`src/common/sfr_pkg.sv`:
```
// constants for the bank 2 / bank 3 special-function register map
// assumes an 8-bit data memory of 9-bit addresses, reached over a 32-bit apb slave
package sfr_pkg;
	localparam int APB_AW = 12;
	localparam int DM_AW  = 9;
	localparam int FILE_W = 7;
	localparam int FILE_LSB = 2;
	localparam int FILE_MSB = 8;
	localparam int PC_HIGH_W = 5;
	localparam int PM_DATA_HIGH_W = 6;
	localparam int PM_ADDR_HIGH_W = 5;
	localparam int GPR_AW = 8;

	typedef logic [DM_AW-1:0] dm_addr_t;

	// register indices: byte address on the bus is four times the low seven index bits
	localparam dm_addr_t IDX_INDIRECT_PORT_B2   = 9'h100;
	localparam dm_addr_t IDX_TIMER0_COUNT       = 9'h101;
	localparam dm_addr_t IDX_PC_LOW_B2          = 9'h102;
	localparam dm_addr_t IDX_STATUS_B2          = 9'h103;
	localparam dm_addr_t IDX_POINTER_B2         = 9'h104;
	localparam dm_addr_t IDX_SECOND_IO_PORT     = 9'h106;
	localparam dm_addr_t IDX_PC_HIGH_LATCH_B2   = 9'h10A;
	localparam dm_addr_t IDX_INT_CONTROL_B2     = 9'h10B;
	localparam dm_addr_t IDX_PM_DATA_LOW        = 9'h10C;
	localparam dm_addr_t IDX_PM_ADDR_LOW        = 9'h10D;
	localparam dm_addr_t IDX_PM_DATA_HIGH       = 9'h10E;
	localparam dm_addr_t IDX_PM_ADDR_HIGH       = 9'h10F;
	localparam dm_addr_t IDX_INDIRECT_PORT_B3   = 9'h180;
	localparam dm_addr_t IDX_OPTIONS            = 9'h181;
	localparam dm_addr_t IDX_PC_LOW_B3          = 9'h182;
	localparam dm_addr_t IDX_STATUS_B3          = 9'h183;
	localparam dm_addr_t IDX_POINTER_B3         = 9'h184;
	localparam dm_addr_t IDX_SECOND_PORT_DIR    = 9'h186;
	localparam dm_addr_t IDX_PC_HIGH_LATCH_B3   = 9'h18A;
	localparam dm_addr_t IDX_INT_CONTROL_B3     = 9'h18B;
	localparam dm_addr_t IDX_PM_CONTROL         = 9'h18C;
	localparam dm_addr_t IDX_RSVD_A             = 9'h18E;
	localparam dm_addr_t IDX_RSVD_B             = 9'h18F;
	localparam dm_addr_t GPR_B2_LO              = 9'h110;
	localparam dm_addr_t GPR_B2_HI              = 9'h16F;
	localparam dm_addr_t GPR_B3_LO              = 9'h190;
	localparam dm_addr_t GPR_B3_HI              = 9'h1EF;

	// reset values
	localparam logic [7:0] RST_STATUS_POR   = 8'h18;
	localparam logic [7:0] RST_OPTIONS      = 8'hFF;
	localparam logic [7:0] RST_PORT_DIR     = 8'hFF;
	localparam logic [7:0] RST_BYTE         = 8'h00;
	localparam logic [4:0] RST_PC_HIGH      = 5'h00;
	localparam logic [7:0] INTERRUPT_CONTROL_KEEP_MASK = 8'h01;

	// status fields
	localparam int ST_IRP = 7;
	localparam int ST_RP_HI = 6;
	localparam int ST_RP_LO = 5;
	localparam int ST_TO = 4;
	localparam int ST_PD = 3;
	localparam logic [7:0] STATUS_WR_MASK   = 8'hE7;
	localparam logic [7:0] STATUS_BANK_MASK = 8'hE0;

	// program-memory control fields
	localparam int PMC_ONE_BIT = 7;
	localparam int PMC_RD_BIT  = 0;

	typedef enum logic [1:0] {APB_IDLE, APB_WAIT, APB_DONE} apb_phase_e;

	typedef enum logic [4:0] {
		SEL_NONE, SEL_INDIRECT, SEL_TIMER0, SEL_PC_LOW, SEL_STATUS, SEL_POINTER,
		SEL_PORT, SEL_PC_LATCH, SEL_INTERRUPT_CONTROL, SEL_PMDL, SEL_PMAL, SEL_PMDH, SEL_PMAH,
		SEL_OPTIONS, SEL_PORT_DIR, SEL_PMCON, SEL_GPR
	} reg_sel_e;
endpackage : sfr_pkg

```
`src/common/gpr_mem_if.sv`:
```
// request and read-data bundle between the register map and its general-purpose ram
// assumes one clock; read data appear one edge after an enabled read
`timescale 1ns/1ns
interface gpr_mem_if #(parameter int AW = 8, parameter int DW = 8);
	logic          en;
	logic          we;
	logic [AW-1:0] addr;
	logic [DW-1:0] wdata;
	logic [DW-1:0] rdata;

	modport ctrl  (output en, output we, output addr, output wdata, input rdata);
	modport store (input en, input we, input addr, input wdata, output rdata);
endinterface : gpr_mem_if

```
`src/design/gpr_mem.sv`:
```
// general-purpose ram of banks 2 and 3, single port, registered read data
// assumes the controller holds en high for exactly the cycle of each access
`timescale 1ns/1ns
module gpr_mem
	import sfr_pkg::*;
#(
	parameter int AW = GPR_AW,
	parameter int DW = 8
)(
	input  wire logic pclk,
	input  wire logic presetn,
	gpr_mem_if.store  port
);
	logic [DW-1:0] mem_q [(1<<AW)];

	// array has no reset: contents are undefined until written
	always_ff @(posedge pclk)
	begin
		if (port.en && port.we)
			mem_q[port.addr] <= port.wdata;
	end

	always_ff @(posedge pclk or negedge presetn)
	begin
		if (!presetn)
			port.rdata <= '0;
		else if (port.en && !port.we)
			port.rdata <= mem_q[port.addr];
	end
endmodule : gpr_mem

```
`src/design/sfr_bank2_bank3_map.sv`:
```
// special-function register decode of data-memory banks 2 and 3, apb slave side
// assumes pins are asynchronous, other_reset and core strobes come from pclk logic
//
// Implementation choice: the APB register port.
`timescale 1ns/1ns

// Summary of operation
// - core registers decode identically in every bank
// - pc high only loaded from latch, on branch or pc low write
// - unimplemented locations and bits read zero, ignore writes
// - port write hits latch, read returns pins
// - fourth/fifth ports absent here, read zero
// - program-memory control top bit reads one
// - power-up and other resets load different values
// - status bank bits choose the decoded bank
module sfr_bank2_bank3_map
	import sfr_pkg::*;
(
	input  wire logic                      pclk,
	input  wire logic                      presetn,
	input  wire logic                      psel,
	input  wire logic                      penable,
	input  wire logic                      pwrite,
	input  wire logic [APB_AW-1:0]         paddr,
	input  wire logic [31:0]               pwdata,
	input  wire logic [3:0]                pstrb,
	output logic      [31:0]               prdata,
	output logic                           pready,
	output logic                           pslverr,
	input  wire logic                      other_reset,
	input  wire logic                      branch_taken,
	input  wire logic [7:0]                branch_low,
	output logic      [PC_HIGH_W+7:0]      pc_out,
	input  wire logic                      status_to_pd_load,
	input  wire logic [1:0]                status_to_pd_d,
	input  wire logic                      progmem_read_done,
	input  wire logic [PM_DATA_HIGH_W+7:0] progmem_data_in,
	output logic                           progmem_read_req,
	output logic      [PM_ADDR_HIGH_W+7:0] progmem_addr_out,
	input  wire logic [7:0]                port_pins,
	output logic      [7:0]                port_latch_out,
	output logic      [7:0]                port_dir_out,
	output logic      [7:0]                options_out,
	output logic      [7:0]                int_control_out
);
	apb_phase_e                state_q;
	reg_sel_e                  sel;
	logic [FILE_W-1:0]         file_addr;
	dm_addr_t                  eff_addr;
	logic                      addr_err;
	logic                      wr_fire;
	logic [7:0]                wd;
	logic [7:0]                rd_val;
	logic [31:0]               prdata_q;
	logic [7:0]                status_q;
	logic [7:0]                pointer_q;
	logic [7:0]                pc_low_q;
	logic [PC_HIGH_W-1:0]      pc_high_q;
	logic [PC_HIGH_W-1:0]      pc_latch_q;
	logic [7:0]                interrupt_control_q;
	logic [7:0]                options_q;
	logic [7:0]                port_dir_q;
	logic [7:0]                port_latch_q;
	logic [7:0]                timer0_q;
	logic [7:0]                pm_data_low_q;
	logic [7:0]                pm_addr_low_q;
	logic [PM_DATA_HIGH_W-1:0] pm_data_high_q;
	logic [PM_ADDR_HIGH_W-1:0] pm_addr_high_q;
	logic                      pm_rd_q;
	logic [7:0]                pins_meta_q;
	logic [7:0]                pins_sync_q;

	gpr_mem_if #(.AW(GPR_AW), .DW(8)) gpr ();

	gpr_mem #(.AW(GPR_AW), .DW(8)) gpr_mem_i (
		.pclk    (pclk),
		.presetn (presetn),
		.port    (gpr.store)
	);

	function automatic logic is_mirror(input logic [FILE_W-1:0] off);
		return off == IDX_INDIRECT_PORT_B2[FILE_W-1:0] || off == IDX_PC_LOW_B2[FILE_W-1:0] ||
			off == IDX_STATUS_B2[FILE_W-1:0] || off == IDX_POINTER_B2[FILE_W-1:0] ||
			off == IDX_PC_HIGH_LATCH_B2[FILE_W-1:0] || off == IDX_INT_CONTROL_B2[FILE_W-1:0];
	endfunction : is_mirror

	function automatic reg_sel_e decode(input dm_addr_t a);
		reg_sel_e s;
		s = SEL_NONE;
		if (is_mirror(a[FILE_W-1:0]))
		begin
			// same physical register whatever the bank bits say
			case (a[FILE_W-1:0])
				IDX_INDIRECT_PORT_B2[FILE_W-1:0]:  s = SEL_INDIRECT;
				IDX_PC_LOW_B2[FILE_W-1:0]:         s = SEL_PC_LOW;
				IDX_STATUS_B2[FILE_W-1:0]:         s = SEL_STATUS;
				IDX_POINTER_B2[FILE_W-1:0]:        s = SEL_POINTER;
				IDX_PC_HIGH_LATCH_B2[FILE_W-1:0]:  s = SEL_PC_LATCH;
				default:                           s = SEL_INTERRUPT_CONTROL;
			endcase
		end
		else if (a[DM_AW-1])
		begin
			case (a)
				IDX_TIMER0_COUNT:    s = SEL_TIMER0;
				IDX_SECOND_IO_PORT:  s = SEL_PORT;
				IDX_PM_DATA_LOW:     s = SEL_PMDL;
				IDX_PM_ADDR_LOW:     s = SEL_PMAL;
				IDX_PM_DATA_HIGH:    s = SEL_PMDH;
				IDX_PM_ADDR_HIGH:    s = SEL_PMAH;
				IDX_OPTIONS:         s = SEL_OPTIONS;
				IDX_SECOND_PORT_DIR: s = SEL_PORT_DIR;
				IDX_PM_CONTROL:      s = SEL_PMCON;
				IDX_RSVD_A, IDX_RSVD_B: s = SEL_NONE;
				default:
				begin
					if ((a >= GPR_B2_LO && a <= GPR_B2_HI) || (a >= GPR_B3_LO && a <= GPR_B3_HI))
						s = SEL_GPR;
					else
						s = SEL_NONE;
				end
			endcase
		end
		else
			s = SEL_NONE;
		return s;
	endfunction : decode

	// direct access takes the bank from status; file zero goes through the pointer
	always_comb
	begin
		file_addr = paddr[FILE_MSB:FILE_LSB];
		addr_err = (paddr[FILE_LSB-1:0] != '0) || (paddr[APB_AW-1:FILE_MSB+1] != '0);
		if (file_addr == IDX_INDIRECT_PORT_B2[FILE_W-1:0])
			eff_addr = {status_q[ST_IRP], pointer_q};
		else
			eff_addr = {status_q[ST_RP_HI:ST_RP_LO], file_addr};
		sel = addr_err ? SEL_NONE : decode(eff_addr);
	end

	assign pready   = (state_q == APB_DONE);
	assign pslverr  = pready && addr_err;
	assign prdata   = prdata_q;
	assign wd       = pwdata[7:0];
	assign wr_fire  = psel && penable && pready && pwrite && pstrb[0] && !addr_err;

	// one wait state gives the ram its registered read before prdata is captured
	always_ff @(posedge pclk or negedge presetn)
	begin
		if (!presetn)
			state_q <= APB_IDLE;
		else
		begin
			case (state_q)
				APB_IDLE: if (psel && !penable) state_q <= APB_WAIT;
				APB_WAIT: state_q <= APB_DONE;
				APB_DONE: state_q <= APB_IDLE;
				default:  state_q <= APB_IDLE;
			endcase
		end
	end

	assign gpr.en    = (sel == SEL_GPR) && ((state_q == APB_IDLE && psel && !penable && !pwrite) || wr_fire);
	assign gpr.we    = wr_fire;
	assign gpr.addr  = eff_addr[GPR_AW-1:0];
	assign gpr.wdata = wd;

	always_comb
	begin
		case (sel)
			SEL_TIMER0:   rd_val = timer0_q;
			SEL_PC_LOW:   rd_val = pc_low_q;
			SEL_STATUS:   rd_val = status_q;
			SEL_POINTER:  rd_val = pointer_q;
			SEL_PORT:     rd_val = pins_sync_q;
			SEL_PC_LATCH: rd_val = {3'h0, pc_latch_q};
			SEL_INTERRUPT_CONTROL:   rd_val = interrupt_control_q;
			SEL_PMDL:     rd_val = pm_data_low_q;
			SEL_PMAL:     rd_val = pm_addr_low_q;
			SEL_PMDH:     rd_val = {2'h0, pm_data_high_q};
			SEL_PMAH:     rd_val = {3'h0, pm_addr_high_q};
			SEL_OPTIONS:  rd_val = options_q;
			SEL_PORT_DIR: rd_val = port_dir_q;
			SEL_PMCON:    rd_val = {1'b1, 6'h00, pm_rd_q};
			SEL_GPR:      rd_val = gpr.rdata;
			default:      rd_val = RST_BYTE;
		endcase
	end

	always_ff @(posedge pclk or negedge presetn)
	begin
		if (!presetn)
			prdata_q <= '0;
		else if (state_q == APB_WAIT)
			prdata_q <= {24'h000000, rd_val};
	end

	// pins are asynchronous: two flops before anything looks at them
	always_ff @(posedge pclk or negedge presetn)
	begin
		if (!presetn)
		begin
			pins_meta_q <= RST_BYTE;
			pins_sync_q <= RST_BYTE;
		end
		else
		begin
			pins_meta_q <= port_pins;
			pins_sync_q <= pins_meta_q;
		end
	end

	// time-out and power-down flags are read-only to software
	always_ff @(posedge pclk or negedge presetn)
	begin
		if (!presetn)
			status_q <= RST_STATUS_POR;
		else
		begin
			if (other_reset)
				status_q <= status_q & ~STATUS_BANK_MASK;
			else if (wr_fire && sel == SEL_STATUS)
				status_q <= (status_q & ~STATUS_WR_MASK) | (wd & STATUS_WR_MASK);
			if (status_to_pd_load)
				{status_q[ST_TO], status_q[ST_PD]} <= status_to_pd_d;
		end
	end

	always_ff @(posedge pclk or negedge presetn)
	begin
		if (!presetn)
			pointer_q <= RST_BYTE;
		else if (wr_fire && sel == SEL_POINTER)
			pointer_q <= wd;
	end

	always_ff @(posedge pclk or negedge presetn)
	begin
		if (!presetn)
			pc_latch_q <= RST_PC_HIGH;
		else if (other_reset)
			pc_latch_q <= RST_PC_HIGH;
		else if (wr_fire && sel == SEL_PC_LATCH)
			pc_latch_q <= wd[PC_HIGH_W-1:0];
	end

	// the upper pc bits move only through the latch, never from the bus directly
	always_ff @(posedge pclk or negedge presetn)
	begin
		if (!presetn)
		begin
			pc_low_q  <= RST_BYTE;
			pc_high_q <= RST_PC_HIGH;
		end
		else if (other_reset)
		begin
			pc_low_q  <= RST_BYTE;
			pc_high_q <= RST_PC_HIGH;
		end
		else if (branch_taken)
		begin
			pc_low_q  <= branch_low;
			pc_high_q <= pc_latch_q;
		end
		else if (wr_fire && sel == SEL_PC_LOW)
		begin
			pc_low_q  <= wd;
			pc_high_q <= pc_latch_q;
		end
	end

	always_ff @(posedge pclk or negedge presetn)
	begin
		if (!presetn)
			interrupt_control_q <= RST_BYTE;
		else if (other_reset)
			interrupt_control_q <= interrupt_control_q & INTERRUPT_CONTROL_KEEP_MASK;
		else if (wr_fire && sel == SEL_INTERRUPT_CONTROL)
			interrupt_control_q <= wd;
	end

	always_ff @(posedge pclk or negedge presetn)
	begin
		if (!presetn)
		begin
			options_q  <= RST_OPTIONS;
			port_dir_q <= RST_PORT_DIR;
		end
		else if (other_reset)
		begin
			options_q  <= RST_OPTIONS;
			port_dir_q <= RST_PORT_DIR;
		end
		else if (wr_fire && sel == SEL_OPTIONS)
			options_q <= wd;
		else if (wr_fire && sel == SEL_PORT_DIR)
			port_dir_q <= wd;
	end

	// port latch and timer keep their value across a non power-up reset
	always_ff @(posedge pclk or negedge presetn)
	begin
		if (!presetn)
		begin
			port_latch_q <= RST_BYTE;
			timer0_q     <= RST_BYTE;
		end
		else if (wr_fire && sel == SEL_PORT)
			port_latch_q <= wd;
		else if (wr_fire && sel == SEL_TIMER0)
			timer0_q <= wd;
	end

	// a completed program-memory read overrides a bus write to the data bytes
	always_ff @(posedge pclk or negedge presetn)
	begin
		if (!presetn)
		begin
			pm_data_low_q  <= RST_BYTE;
			pm_data_high_q <= '0;
			pm_addr_low_q  <= RST_BYTE;
			pm_addr_high_q <= '0;
		end
		else
		begin
			if (progmem_read_done)
			begin
				pm_data_low_q  <= progmem_data_in[7:0];
				pm_data_high_q <= progmem_data_in[PM_DATA_HIGH_W+7:8];
			end
			else if (wr_fire && sel == SEL_PMDL)
				pm_data_low_q <= wd;
			else if (wr_fire && sel == SEL_PMDH)
				pm_data_high_q <= wd[PM_DATA_HIGH_W-1:0];
			if (wr_fire && sel == SEL_PMAL)
				pm_addr_low_q <= wd;
			if (wr_fire && sel == SEL_PMAH)
				pm_addr_high_q <= wd[PM_ADDR_HIGH_W-1:0];
		end
	end

	// software only sets the read request; a set in the done cycle wins
	always_ff @(posedge pclk or negedge presetn)
	begin
		if (!presetn)
			pm_rd_q <= 1'b0;
		else if (other_reset)
			pm_rd_q <= 1'b0;
		else if (wr_fire && sel == SEL_PMCON && wd[PMC_RD_BIT])
			pm_rd_q <= 1'b1;
		else if (progmem_read_done)
			pm_rd_q <= 1'b0;
	end

	assign pc_out           = {pc_high_q, pc_low_q};
	assign progmem_read_req = pm_rd_q;
	assign progmem_addr_out = {pm_addr_high_q, pm_addr_low_q};
	assign port_latch_out   = port_latch_q;
	assign port_dir_out     = port_dir_q;
	assign options_out      = options_q;
	assign int_control_out  = interrupt_control_q;
endmodule : sfr_bank2_bank3_map

```
`config.mk`:
```
export PLATFORM = sky130hd
export DESIGN_NAME = sfr_bank2_bank3_map
export DESIGN_NICKNAME = d
export VERILOG_FILES = /design/src/common/sfr_pkg.sv /design/src/common/gpr_mem_if.sv /design/src/design/gpr_mem.sv /design/src/design/sfr_bank2_bank3_map.sv
export SDC_FILE = /design/constraint.sdc
export NUM_CORES = 2
export LEC_CHECK = 0
export ABC_AREA = 0
export BUFFER_PORTS_ARGS = -buffer_cell sky130_fd_sc_hd__buf_4
export CAP_MARGIN = 10
export CORE_MARGIN = 8
export CORE_UTILIZATION = 35
export DETAILED_ROUTE_END_ITERATION = 12
export PLACE_DENSITY = 0.57
export REMOVE_ABC_BUFFERS = 1
export SYNTH_ARGS = -nofsm -noshare
export SYNTH_HDL_FRONTEND = slang
export SYNTH_HIERARCHICAL = 1
export SYNTH_SLANG_ARGS = --single-unit
```
`constraint.sdc`:
```
create_clock -name pclk -period 5 [get_ports pclk]
set_input_delay 0.75 -clock pclk [delete_from_list [all_inputs] [get_ports pclk]]
set_output_delay 0.75 -clock pclk [all_outputs]
set_load 0.03 [all_outputs]
```
==> flow_summary.yaml <==
place:
  post-place-ws_ns: 0.307
  hpwl_um: 148000
  gp_congestion: 0.865
  io_buffer_count: 130
routing:
  drc_errors: 0
  finalWirelength_um: 233000
  ant_nets: 0
  viasPerCell: 5.39
  firstDrtPassIters: 9
  drt_first_iter_violations: 5307
  vias: 46000
  detail_route.wl_per_cell_um: 27.3
clock_tree:
  path_clk_slew_ns: 0.06
  cts_buffer_depth: 3
  cts_tree: "built"
  clockRootBuffer: "clkbuf_16"
  clock_sinks: 2184
  cts_made_buffers: 213
  h-tree-depth: 4
  clk_latency_ns: 0.86
grt:
  grtUsageTotal: 0.172
  grt_pass1_vias: 46400
  antenna_found_initial: 9
  overflow: 0
  grt_max_degree: 150
  grt_pass1_wl_um: 337000
layout:
  fin_nets: 5108
  n_fill_cell: 22000
  area_growth_syn_to_layout_pct: 17.3
  final_layout_size_suffix_gt1_frac: 0.297
  final_common_cell: "edfxtp_1"
  fin_util: 0.412
  final_cell_mix: "edfxtp_1 (2048), buf_4 (582), mux4_2 (486)"
timing:
  hold_viol_final: 0
  slew_headroom: 0.0779
  tns_ns: 0
  fmax_ghz: 0.237
  grt_setup_unrepaired: "false"
  finalSetupViolations: 0
  worstMarginPinSlew_ns: 1.38
  min_period_ns: 4.21
  worst_slack_ns: 0.789
  fin_worst_skew_ns: 0.0440
  fin_crit_sh: 0.842
  finalMaxSlewViolations: 0
pwr:
  irDropWorstVdd_mv: 0.399
  leakagePower_nw: 33.4
  powerDensity_nw_per_um2: 376
setup_path:
  ff2ff_path_depth: 14
  crit_arrival_ns: 4.99
  rr_startpoint: "pointer_q[0]$_DFFE_PN0P_"
  startpoint_type: "flop"
  critPathRequiredTime_ns: 5.78
  worstSetupPathType: "reg2reg"
  startpoint: "pointer_q[0]$_DFFE_PN0P_"
  cp-end-kind: "flop"
  rrSetupSlack_ns: 0.79
  r2r-end: "gpr_mem_i/port.rdata[5]$_DFFE_PN0P_"
  critPathMaxFanout: 19
synthesis:
  synth-seq-cells: 2184
  async_flop_share: 0.0623
  synth_ff_type: "edfxtp_1"
  syn-cell-area_um2: 86900
  ys_seq_area_frac: 0.747
  synthCells: 4446
  syn_avg_cell_area_um2: 19.6
  synth_warnings: 6
  synthDistinctLibCells: 91
  synth_edf_count: 2048
floorplan:
  die_h_um: 514
  die_w_um: 514
  fp.coreArea_um2: 248000
  start_util: 0.351
  dieArea_um2: 265000
  rows: 183
  pin_count: 182
job:
  max_cap_viol_count: 0
min_path:
  worst_hold_path_type: "in2async"
run_status:
  status: "finished clean"
[worst max-delay path by stage]
stage,end,slack (ns),cells after the start
2_1_floorplan,port_dir_out[0]$_DFFE_PN1P_,-9.99,10
3_5_place_dp,gpr_mem_i/port.rdata[5]$_DFFE_PN0P_,0.31,13
5_1_grt,gpr_mem_i/port.rdata[5]$_DFFE_PN0P_,0.65,14
3_3_place_gp,gpr_mem_i/port.rdata[5]$_DFFE_PN0P_,0.32,13
4_1_cts,gpr_mem_i/port.rdata[5]$_DFFE_PN0P_,0.78,14
6_report,gpr_mem_i/port.rdata[5]$_DFFE_PN0P_,0.79,14
[sequential cells by signal, summed over array words and instances, names as in the netlist]
name,flops
pc_low_q,8
options_out,8
pointer_q,8
prdata,8
pm_addr_high_q,5
pins_meta_q,8
pins_sync_q,8
pc_latch_q,5
progmem_read_req,1
timer0_q,8
gpr_mem_i/mem_q,2048
gpr_mem_i/port.rdata,8
pm_addr_low_q,8
state_q,2
pc_high_q,5
int_control_out,8
status_q,8
pm_data_high_q,6
pm_data_low_q,8
port_latch_out,8
port_dir_out,8
[where the power goes]
| part | leakage, nW | switching [W] | total [W] | internal (W) |
|---|---|---|---|---|
| sequential | 20.2 | 0.0000179 | 0.0200 | 0.0200 |
| combinational | 9.69 | 0.00122 | 0.00188 | 0.000658 |
| clock | 3.51 | 0.00699 | 0.0165 | 0.00948 |
[cell usage after synthesis (8+ instances only)]
library cell,n,area share
o21ai_1,24,0.0014
mux2_2,56,0.0073
mux4_2,486,0.13
a22oi_1,34,0.0029
dfstp_2,18,0.0054
nand2b_1,17,0.0012
inv_1,22,0.00095
a31oi_1,25,0.0018
and3_1,11,0.00079
o21a_1,8,0.00069
nand4_1,10,0.00072
o22ai_1,87,0.0063
nand3_1,58,0.0033
edfxtp_1,2048,0.71
a21oi_1,52,0.0030
buf_6,37,0.0048
nor2b_1,14,0.0010
a211oi_1,9,0.00078
mux2i_1,196,0.023
a222oi_1,9,0.0010
buf_1,9,0.00039
o21ai_0,72,0.0041
or3_1,9,0.00065
buf_2,73,0.0042
nor2_1,311,0.013
a32oi_1,20,0.0020
o41ai_1,11,0.0011
nand2_1,210,0.0091
nor3_1,42,0.0024
and2_1,8,0.00058
mux2_1,10,0.0013
o211ai_1,10,0.00086
nor4_1,12,0.00086
o31ai_1,15,0.0013
o22a_1,8,0.00081
clkbuf_1,119,0.0051
dfrtp_1,118,0.034
buf_4,51,0.0044
[worst max-delay path: stages (launching register included)]
cell,delay [ns]
dfrtp_1,0.41
nor2b_1,0.15
a31oi_1,0.82
inv_8,0.04
buf_12,0.21
buf_12,0.20
buf_12,0.18
mux4_2,0.37
nand2_1,0.06
a32oi_1,0.37
nand3_1,0.33
nand3_1,0.28
o311ai_0,0.29
buf_4,0.24
a21oi_1,0.13
[metal layers]
metal	track usage	vias up	part of all wire
met2	0.271	1933	0.46
li1	-	19300	-
met3	0.0335	383	0.079
met4	0.0570	0	0.034
met1	0.241	24400	0.42
met5	0	-	0
[per-stage QoR]
stage / hold WS (ns) / total power (W) / instances / instance area (um^2)
floorplan: 0.331 / 0.0217 / 4172 / 85200
global route: 0.0444 / 0.0395 / 8535 / 102000
detailed placement: 0.335 / 0.0223 / 8126 / 94700
CTS: 0.00462 / 0.0387 / 8533 / 102000
finish: 0.00538 / 0.0384 / 8538 / 102000
global placement: 0.340 / 0.0223 / 8126 / 94700
[logic make-up (layout without fill, tap and decap cells)]
kind of cell / Yosys count / in the layout / synth area share
AND/OR/NAND/NOR: 735 / 735 / 0.0379
XOR/XNOR: 1 / 1 / 0.000101
AO/OA/AOI/OAI: 450 / 450 / 0.0353
other: 1 / 29 / 0.0000431
multiplexers: 752 / 752 / 0.158
buffers and inverters: 323 / 1057 / 0.0215
flip-flops: 2184 / 2184 / 0.747
[final cells by class]
cell class / instances / area, um^2 / share of cell area
Sequential cell: 2184 / 64900 / 0.637
Multi-Input combinational cell: 1962 / 20300 / 0.199
Clock buffer: 256 / 5530 / 0.0542
Timing Repair Buffer: 632 / 5240 / 0.0514
Tap cell: 3330 / 4170 / 0.0409
Clock inverter: 143 / 1700 / 0.0166
Inverter: 26 / 118 / 0.00115
Antenna cell: 5 / 12.5 / 0.000123
[repair_timing]
action	4_1_cts	5_1_grt
resized for setup	0	0
setup buffers	0	0
endpoints found under the hold margin	8	0
hold buffers	8	0
Power figures use the tool's default switching activity.
